$ cat config.mk
export PLATFORM = sky130hd
export DESIGN_NAME = adcsr_regs_top
export DESIGN_NICKNAME = d
export VERILOG_FILES = /design/src/core/adcsr_pkg.sv /design/src/core/adcsr_regs_top.sv
export VERILOG_INCLUDE_DIRS = /design/src /design/src/core
export SDC_FILE = /design/constraint.sdc
export NUM_CORES = 1
export LEC_CHECK = 0
export BUFFER_PORTS_ARGS = -buffer_cell sky130_fd_sc_hd__buf_2
export CAP_MARGIN = 20
export CORE_UTILIZATION = 35
export CTS_CLUSTER_DIAMETER = 50
export DETAILED_ROUTE_END_ITERATION = 7
export SYNTH_ARGS = -nofsm -noshare
export SYNTH_HDL_FRONTEND = slang
export SYNTH_SLANG_ARGS = --single-unit
$ cat constraint.sdc
create_clock -name clk_i -period 1.9 [get_ports clk_i]
set_input_delay 0.475 -clock clk_i [delete_from_list [all_inputs] [get_ports clk_i]]
set_output_delay 0.475 -clock clk_i [all_outputs]
set_load 0.02 [all_outputs]
$ cat src/core/adcsr_regs.svh
// Purpose: Register offsets, field positions and reset values of the
//          identification, status and mode words.
// Assumes: 16-bit registers addressed by a 6-bit register index.
// Notes:   Definitions only.
`ifndef ADCSR_REGS_SVH
`define ADCSR_REGS_SVH

// ****************************************
// Addresses
// ****************************************
`define ADCSR_ADDR_ID      6'h00
`define ADCSR_ADDR_STATUS  6'h01
`define ADCSR_ADDR_MODE    6'h02

// ****************************************
// Reset values
// ****************************************
`define ADCSR_STATUS_RST   16'h0540
`define ADCSR_MODE_RST     16'h0510
`define ADCSR_CHAN_COUNT   4'h3
`define ADCSR_ID_TOP_RST   4'h9 // Arbitrary value
`define ADCSR_WLEN_RST     2'h1
`define ADCSR_RSVD_ZERO    3'h0
`define ADCSR_WORD_ZERO    16'h0000
`define ADCSR_NUM_CH       3

// ****************************************
// Field positions
// ****************************************
`define ADCSR_B_LOCK       15
`define ADCSR_B_RESYNC     14
`define ADCSR_B_MAPCRC     13
`define ADCSR_B_INCRC      12
`define ADCSR_B_CRCTYPE    11
`define ADCSR_B_RESET      10
`define ADCSR_B_WLEN_HI    9
`define ADCSR_B_WLEN_LO    8
`define ADCSR_B_FUSE       7
`define ADCSR_B_HSFAULT    6
`define ADCSR_B_TIMEOUT    4
`define ADCSR_B_SRC_HI     3
`define ADCSR_B_SRC_LO     2
`define ADCSR_B_FLOAT      1
`define ADCSR_B_PULSE      0

`endif

$ cat src/core/adcsr_pkg.sv
// Purpose: Types shared by the status/mode register block.
// Assumes: Constants live in adcsr_regs.svh.
// Notes:   Ready-source encodings.
package adcsr_pkg;
  typedef logic [15:0] adcsr_word_t;
  typedef logic [5:0]  adcsr_addr_t;
  typedef enum logic [1:0] {
    ADCSR_SRC_LAGGING = 2'h0,
    ADCSR_SRC_ANY     = 2'h1,
    ADCSR_SRC_LEAD_A  = 2'h2,
    ADCSR_SRC_LEAD_B  = 2'h3
  } adcsr_src_e;
endpackage

$ cat src/core/adcsr_regs_top.sv
// Purpose: Identification, status and mode registers of a three-channel
//          converter, seen from its command decoder.
// Assumes: Command decoder gives one-cycle read/write strobes with an
//          index; event inputs are one-cycle pulses on clk_i.
// Notes:   Ready-pin shaping itself lives outside; mode fields go out.
//
// How it works
// - ID bits 11:8 always read three
// - Bit 15 follows lock and unlock commands
// - Bit 14 sets on resync, clears on read
// - Bit 13 map checksum fault, clear on read
// - Bit 12 input checksum error, clear on read
// - Bit 11 mirrors checksum type, reset zero
// - Bit 10 set by reset, mode-zero clears
// - Bits 9:8 mirror word length, default 01
// - Bit 7 fuse fault, holds while persisting
// - Bit 6 high-side fault, resets one, read-clear
// - Status bits 5:3 read zero
// - Bits 2:0 per-channel new data, reset zero
// - Status at 01h, resets to 0540h
// - Mode at 02h, resets 0510h
// - Mode 13/12 enable checksum checks
// - Mode 4 enables timeout, set after reset
// - Mode 3:2 select ready pin source
// - Mode 1 float, mode 0 pulse format
`include "adcsr_regs.svh"
`timescale 1ns/10ps
`default_nettype none

module adcsr_regs_top #(
  parameter logic [7:0] ID_LOW = 8'hA5 // Arbitrary version byte
) (
  input  wire logic                 clk_i,
  input  wire logic                 reset_i,
  input  wire logic                 soft_reset_i,
  input  wire logic                 rd_i,
  input  wire logic                 wr_i,
  input  wire adcsr_pkg::adcsr_addr_t addr_i,
  input  wire adcsr_pkg::adcsr_word_t wdata_i,
  input  wire logic                 null_cmd_i,
  input  wire logic                 lock_cmd_i,
  input  wire logic                 unlock_cmd_i,
  input  wire logic                 resync_i,
  input  wire logic                 map_crc_fault_i,
  input  wire logic                 in_crc_fault_i,
  input  wire logic                 fuse_fault_i,
  input  wire logic                 high_side_fault_i,
  input  wire logic [2:0]           new_sample_i,
  input  wire logic [2:0]           sample_taken_i,
  output logic                      rvalid_o,
  output adcsr_pkg::adcsr_word_t    rdata_o,
  output adcsr_pkg::adcsr_word_t    mode_o
);
  import adcsr_pkg::*;

  // ****************************************
  // Registers and next values
  // ****************************************
  logic        lock_ff;
  logic        resync_flag_ff;
  logic        map_crc_ff;
  logic        in_crc_ff;
  logic        reset_flag_ff;
  logic        fuse_ff;
  logic        high_side_fault_ff;
  logic [2:0]  new_sample_ff;
  adcsr_word_t mode_ff;
  logic        nxt_lock;
  logic        nxt_resync_flag;
  logic        nxt_map_crc;
  logic        nxt_in_crc;
  logic        nxt_reset_flag;
  logic        nxt_fuse;
  logic        nxt_high_side_fault;
  adcsr_word_t nxt_mode;
  logic        nxt_rvalid;
  adcsr_word_t nxt_rdata;

  // ****************************************
  // Decode
  // ****************************************
  logic        status_rd;
  logic        mode_wr;
  logic        map_crc_set;
  logic        in_crc_set;
  adcsr_word_t status_w;
  adcsr_word_t id_w;
  assign status_rd   = null_cmd_i |
                       (rd_i & (addr_i == `ADCSR_ADDR_STATUS));
  assign mode_wr     = wr_i & (addr_i == `ADCSR_ADDR_MODE);
  // Checks are off unless enabled, so stray faults are ignored
  assign map_crc_set = map_crc_fault_i &
                       mode_ff[`ADCSR_B_MAPCRC];
  assign in_crc_set  = in_crc_fault_i &
                       mode_ff[`ADCSR_B_INCRC];

  assign id_w = {`ADCSR_ID_TOP_RST, `ADCSR_CHAN_COUNT, ID_LOW};

  assign status_w = {lock_ff, resync_flag_ff, map_crc_ff, in_crc_ff,
                     mode_ff[`ADCSR_B_CRCTYPE],
                     reset_flag_ff,
                     mode_ff[`ADCSR_B_WLEN_HI:`ADCSR_B_WLEN_LO],
                     fuse_ff, high_side_fault_ff,
                     `ADCSR_RSVD_ZERO,
                     new_sample_ff};
  // Reset value of this word composes to 0540h

  // ****************************************
  // Lock indicator
  // ****************************************
  // Unlock wins if both arrive together
  always_comb begin
    nxt_lock = lock_ff;
    if (unlock_cmd_i) begin
      nxt_lock = 1'b0;
    end else if (lock_cmd_i) begin
      nxt_lock = 1'b1;
    end
  end

  always_ff @(posedge clk_i or posedge reset_i) begin
    if (reset_i) begin
      lock_ff <= 1'b0;
    end else begin
      lock_ff <= nxt_lock;
    end
  end

  // ****************************************
  // Resync flag
  // ****************************************
  // Set beats clear, so an event in a read cycle survives
  always_comb begin
    nxt_resync_flag = resync_flag_ff;
    if (status_rd) begin
      nxt_resync_flag = 1'b0;
    end
    if (resync_i) begin
      nxt_resync_flag = 1'b1;
    end
  end

  always_ff @(posedge clk_i or posedge reset_i) begin
    if (reset_i) begin
      resync_flag_ff <= 1'b0;
    end else begin
      resync_flag_ff <= nxt_resync_flag;
    end
  end

  // ****************************************
  // Checksum fault flags
  // ****************************************
  always_comb begin
    nxt_map_crc = map_crc_ff;
    if (status_rd) begin
      nxt_map_crc = 1'b0;
    end
    if (map_crc_set) begin
      nxt_map_crc = 1'b1;
    end
  end

  always_ff @(posedge clk_i or posedge reset_i) begin
    if (reset_i) begin
      map_crc_ff <= 1'b0;
    end else begin
      map_crc_ff <= nxt_map_crc;
    end
  end

  always_comb begin
    nxt_in_crc = in_crc_ff;
    if (status_rd) begin
      nxt_in_crc = 1'b0;
    end
    if (in_crc_set) begin
      nxt_in_crc = 1'b1;
    end
  end

  always_ff @(posedge clk_i or posedge reset_i) begin
    if (reset_i) begin
      in_crc_ff <= 1'b0;
    end else begin
      in_crc_ff <= nxt_in_crc;
    end
  end

  // ****************************************
  // Fuse and high-side fault flags
  // ****************************************
  // Level inputs: a read only clears while the fault is gone
  always_comb begin
    nxt_fuse = fuse_ff;
    if (status_rd) begin
      nxt_fuse = 1'b0;
    end
    if (fuse_fault_i) begin
      nxt_fuse = 1'b1;
    end
  end

  always_ff @(posedge clk_i or posedge reset_i) begin
    if (reset_i) begin
      fuse_ff <= 1'b0;
    end else begin
      fuse_ff <= nxt_fuse;
    end
  end

  always_comb begin
    nxt_high_side_fault = high_side_fault_ff;
    if (status_rd) begin
      nxt_high_side_fault = 1'b0;
    end
    if (high_side_fault_i) begin
      nxt_high_side_fault = 1'b1;
    end
  end

  always_ff @(posedge clk_i or posedge reset_i) begin
    if (reset_i) begin
      high_side_fault_ff <= 1'b1;
    end else begin
      high_side_fault_ff <= nxt_high_side_fault;
    end
  end

  // ****************************************
  // Reset indicator
  // ****************************************
  // Reset command re-arms it ahead of any clearing write
  always_comb begin
    nxt_reset_flag = reset_flag_ff;
    if (soft_reset_i) begin
      nxt_reset_flag = 1'b1;
    end else if (mode_wr & ~wdata_i[`ADCSR_B_RESET]) begin
      nxt_reset_flag = 1'b0;
    end
  end

  always_ff @(posedge clk_i or posedge reset_i) begin
    if (reset_i) begin
      reset_flag_ff <= 1'b1;
    end else begin
      reset_flag_ff <= nxt_reset_flag;
    end
  end

  // ****************************************
  // Data-ready flags
  // ****************************************
  // Set wins over consumption so no sample is lost
  genvar ch;
  generate
    for (ch = 0; ch < `ADCSR_NUM_CH; ch++) begin : g_ch
      logic nxt_flag;
      always_comb begin
        nxt_flag = new_sample_ff[ch];
        if (sample_taken_i[ch]) begin
          nxt_flag = 1'b0;
        end
        if (new_sample_i[ch]) begin
          nxt_flag = 1'b1;
        end
      end
      always_ff @(posedge clk_i or posedge reset_i) begin
        if (reset_i) begin
          new_sample_ff[ch] <= 1'b0;
        end else begin
          new_sample_ff[ch] <= nxt_flag;
        end
      end
    end
  endgenerate

  // ****************************************
  // Mode word
  // ****************************************
  always_comb begin
    nxt_mode = mode_ff;
    if (soft_reset_i) begin
      nxt_mode = `ADCSR_MODE_RST;
    end else if (mode_wr) begin
      nxt_mode = wdata_i;
    end
  end

  always_ff @(posedge clk_i or posedge reset_i) begin
    if (reset_i) begin
      mode_ff <= `ADCSR_MODE_RST;
    end else begin
      mode_ff <= nxt_mode;
    end
  end

  assign mode_o = mode_ff;

  // ****************************************
  // Read port
  // ****************************************
  // Data is the pre-clear snapshot taken in the read cycle
  always_comb begin
    nxt_rvalid = rd_i | null_cmd_i;
    nxt_rdata  = rdata_o;
    if (null_cmd_i) begin
      nxt_rdata = status_w;
    end else if (rd_i) begin
      unique case (addr_i)
        `ADCSR_ADDR_ID:     nxt_rdata = id_w;
        `ADCSR_ADDR_STATUS: nxt_rdata = status_w;
        `ADCSR_ADDR_MODE:   nxt_rdata = mode_ff;
        default:            nxt_rdata = `ADCSR_WORD_ZERO;
      endcase
    end
  end

  always_ff @(posedge clk_i or posedge reset_i) begin
    if (reset_i) begin
      rvalid_o <= 1'b0;
      rdata_o  <= `ADCSR_WORD_ZERO;
    end else begin
      rvalid_o <= nxt_rvalid;
      rdata_o  <= nxt_rdata;
    end
  end
endmodule

`default_nettype wire

* After elaboration in Yosys (flattened, before gate mapping) *
Cells that the tools add are included.

word-level totals
  output and inout bits = 33
  bits in registers = 43
  logic and storage cells = 57

operators by class
  reduce and logical (&&, ||, !) cells = 13
  bitwise operators = 8
  eq/ne operators = 2
  muxes and demuxes = 21

operator list
  cell                                                             count
  16-bit 2-to-1 mux                                                4
  16-bit case mux with 3 select lines                              1
  2-bit nonzero test                                               12
  1-bit 2-to-1 mux                                                 16
  6-bit by 1-bit == test with 1-bit output, second input constant  1
  6-bit by 2-bit == test with 1-bit output, second input constant  1
  6-bit zero test                                                  1
  1-bit bitwise AND                                                5
  1-bit OR                                                         2
  1-bit inverter                                                   1

* Depth between registers and ports, before layout *
  word-level depth = 5
  gate-level depth with buffers = 5

* Least setup slack after synthesis *
Ideal clock, no wire load.

  path type = in2reg
  start = input port addr_i[5]
  end = register mode_ff[9] (netlist: mode_o[9])
  path slack = 0.330 ns
  required time = 1.779 ns
  buffers on the path = 1
  data arrival time = 1.449 ns
  stages on the path = 4
  cells stage by stage = nor4_4 > a31oi_2 > buf_2 > a22o_1

on the way
  longest elaborated chain between the ends = 3

RTL lines
  item                                      line                   RTL
  start: declaration                        adcsr_regs_top.sv:38   input wire adcsr_pkg::adcsr_addr_t addr_i,
  6-bit by 2-bit == test with 1-bit output  -
  1-bit bitwise AND                         adcsr_regs_top.sv:90   assign mode_wr = wr_i & (addr_i == `ADCSR_ADDR_MODE);
  2-bit nonzero test (no source line)       -
  end signal: assignment                    adcsr_regs_top.sv:292  mode_ff <= `ADCSR_MODE_RST;
  end signal: assignment                    adcsr_regs_top.sv:294  mode_ff <= nxt_mode;
  end: declaration                          adcsr_regs_top.sv:67   adcsr_word_t mode_ff;

No other way between the ends.
A chain may end at the register's enable or synchronous reset.

* Worst setup path after layout *
  start = input port addr_i[5]
  end = register mode_ff[13] (netlist: mode_o[13])

The elaborated chain is that of the path after synthesis.

==> summary.md <==
| Metric | Value |
|---|---|
| Clock Path Buffers | 2 |
| Seq/Total Area, Yosys | 0.6003 |
| Final setup violation count | 0 |
| Worst IR drop on VDD | 0.4032 mV |
| Worst-path maximum fanout | 16 |
| Starting density of the core | 0.3719 |
| Area Growth Syn to Fin | 33.03% |
| Core area | 4848 um2 |
| CP peak stage delay | 0.42 ns |
| Fmax | 642.3 MHz |
| Startpoint types | primary input |
| DP HPWL | 3.317 mm |
| Predominant post-synthesis flop cell | dfrtp_1 |
| Place WS | 0.03880 ns |
| Tcrit/Tclk final | 0.8194 |
| Pin count of the biggest net entering global routing | 18 |
| Synthesized area | 1803 um2 |
| Share of cells above drive strength 1 | 0.4160 |
| Die H | 73.78 um |
| Worst-path cell chain | buf_2, nor4_4, a31oi_2, a22o_1 |
| Hold bufs inserted after CTS | 0 |
| RSZ-0062 raised after global routing | no |
| Average routed wire per standard cell | 14.57 um |
| Slew HR | 0.4207 |
| Power per Cell Area | 744.5 nW/um2 |
| Antenna viol nets, final | 0 |
| Yosys cell types | 31 |
| GRT Util Overall | 0.1793 |
| Clock net sink count | 43 |
| Chip width | 73.78 um |
| Input/output buffers | 73 |
| Syn_area_per_cell | 11.78 um2 |
| H-Tree Depth | 2 |
| Crit end category | flop |
| Vias in the first global route | 1414 |
| Mapped Nets | 194 |
| Final setup margin | 0.3432 ns |
| Clock transition at path regs | 0.08 ns |
| Depth of the most critical reg-to-reg path | 3 |
| Critical Path AT | 1.74 ns |
| Setup TNS | 0 ns |
| CTS tree | done |
| Top Ports | 74 |
| Yosys warning count | 0 |
| Initial antenna violation count | 0 |
| Vias per Instance | 4.918 |
| Pwr Total | 0.001786 W |
| Synthesis-stage register bit count | 43 |
| CP max-delay cell | nor4_4 |
| Row count | 25 |
| Total gr overflow | 0 |
| Max Cap Viol | 0 |
| Outcome | complete, no violations |
| Most common cell after layout, fill and taps aside | buf_2 |
| Gpl congestion | 0.7041 |
| Skew-Pair Late Insertion Delay | 0.29 ns |
| # nets final | 278 |
| Post-CTS setup buffer count | 0 |
| Multi-input gate area | 625.6 um2 |
| DRT iter0 DRCs | 79 |
| Final Skew | 0.007083 ns |
| Routed WL | 4.443 mm |
| CP Class | in2reg |
| Min cycle time layout | 1.557 ns |
| Hold Path Class | in2async |
| Fillers | 475 |
| CTS Buf Count | 5 |
| First-pass GRT wire length | 7.189 mm |
| DIE AREA | 5443 um2 |
| Final Max Slew Viols | 0 |
| EDFF count, synth | 0 |
| DRC | 0 |
| Worst-Margin Slew | 0.8661 ns |
| Synth async-reset ratio | 1.000 |
| LEAKAGE | 1.257 nW |
| Hold Vio Cnt, Final | 0 |
| Via count | 1500 |
| Most frequent cells in the layout | buf_2, dfrtp_1, a22o_1 |
| Initial DRT Pass Iterations | 4 |
| PostCTS Resize Cnt | 0 |
| Root Driver | clkbuf_8 |
| Worst EP required | 2.08 ns |
| Register area | 1082 um2 |
| ANT cells | 0 |
| Synth Instances | 153 |
## state kept, by name, summed over array words and instances, names as in the netlist
name                count
new_sample_ff           3
mode_o                 16
rvalid_o                1
fuse_ff                 1
resync_flag_ff          1
lock_ff                 1
map_crc_ff              1
rdata_o                16
in_crc_ff               1
high_side_fault_ff      1
reset_flag_ff           1
## synthesized netlist by cell type, types with 4 or more instances
library cell,count,area share
inv_1,15,0.031
a21oi_1,6,0.017
nor2b_1,7,0.024
a2bb2oi_1,5,0.024
buf_2,4,0.011
dfrtp_1,38,0.53
nor2_1,4,0.0083
o21ai_0,7,0.019
a22o_1,15,0.073
nand2b_1,4,0.014
o221ai_1,5,0.024
a32oi_1,5,0.024
nand2_1,6,0.012
dfstp_2,5,0.073
## critical path: cells and delay by family
family / cells / cell delay [ns]
buf+inv: 1 / 0.11
compound gates: 2 / 0.73
simple gates: 1 / 0.42
## final timing paths
kind	from	slack [ns]	endpoint
max	addr_i[5]	0.34	mode_o[13]$_DFFE_PP0P_
min	reset_i	0.16	lock_ff$_DFFE_PP0P_
max reg2reg	mode_o[8]$_DFFE_PP1P_	0.84	rdata_o[8]$_DFFE_PP0P_
min reg2reg	resync_flag_ff$_DFFE_PP0P_	0.48	resync_flag_ff$_DFFE_PP0P_
max in group asynchronous	reset_i	1.10	high_side_fault_ff$_DFFE_PP1P_
min in group clk_i	unlock_cmd_i	0.31	lock_ff$_DFFE_PP0P_
## routing by layer
metal	vias to the layer above	track usage	part of all wire
li1	727	-	-
met1	728	0.2422	0.45
met2	41	0.2824	0.49
met3	4	0.04390	0.039
met4	0	0.05769	0.013
met5	-	0	0
## per-stage QoR
stage                     instances  hold WS [ns]  utilization  instance area (um2)
after global placement          297        0.4620       0.4751                 2303
after CTS                       305        0.1705       0.4947                 2399
after global routing            305        0.1954       0.4947                 2399
final                           305        0.1559       0.4947                 2399
after detailed placement        297        0.4652       0.4751                 2303
after floorplan                 153        0.4491            -                 1803
## kinds of logic after synthesis
logic type,after synthesis,share of synthesized area
AO/OA/AOI/OAI,55,0.2346
flip-flops,43,0.6003
AND/OR/NAND/NOR,31,0.1076
buffers and inverters,23,0.05274
XOR/XNOR,1,0.004859
## area by class of cell
type | instances | area share
flip-flops and latches | 43 | 0.4512
multi-input cells | 87 | 0.2608
well taps | 67 | 0.03495
repair buffers | 85 | 0.1899
clock inverters | 1 | 0.003652
inverters | 15 | 0.02347
clock buffers | 7 | 0.03599
## where the power goes
| group | leakage [nW] | switching [W] | internal [W] |
|---|---|---|---|
| Clock | 0.0484 | 0.000310 | 0.000298 |
| Sequential | 0.544 | 0.0000168 | 0.000948 |
| Combinational | 0.665 | 0.000124 | 0.0000896 |
| Total | 1.26 | 0.000451 | 0.00134 |
No activity file was read; power rests on OpenSTA's default activity.
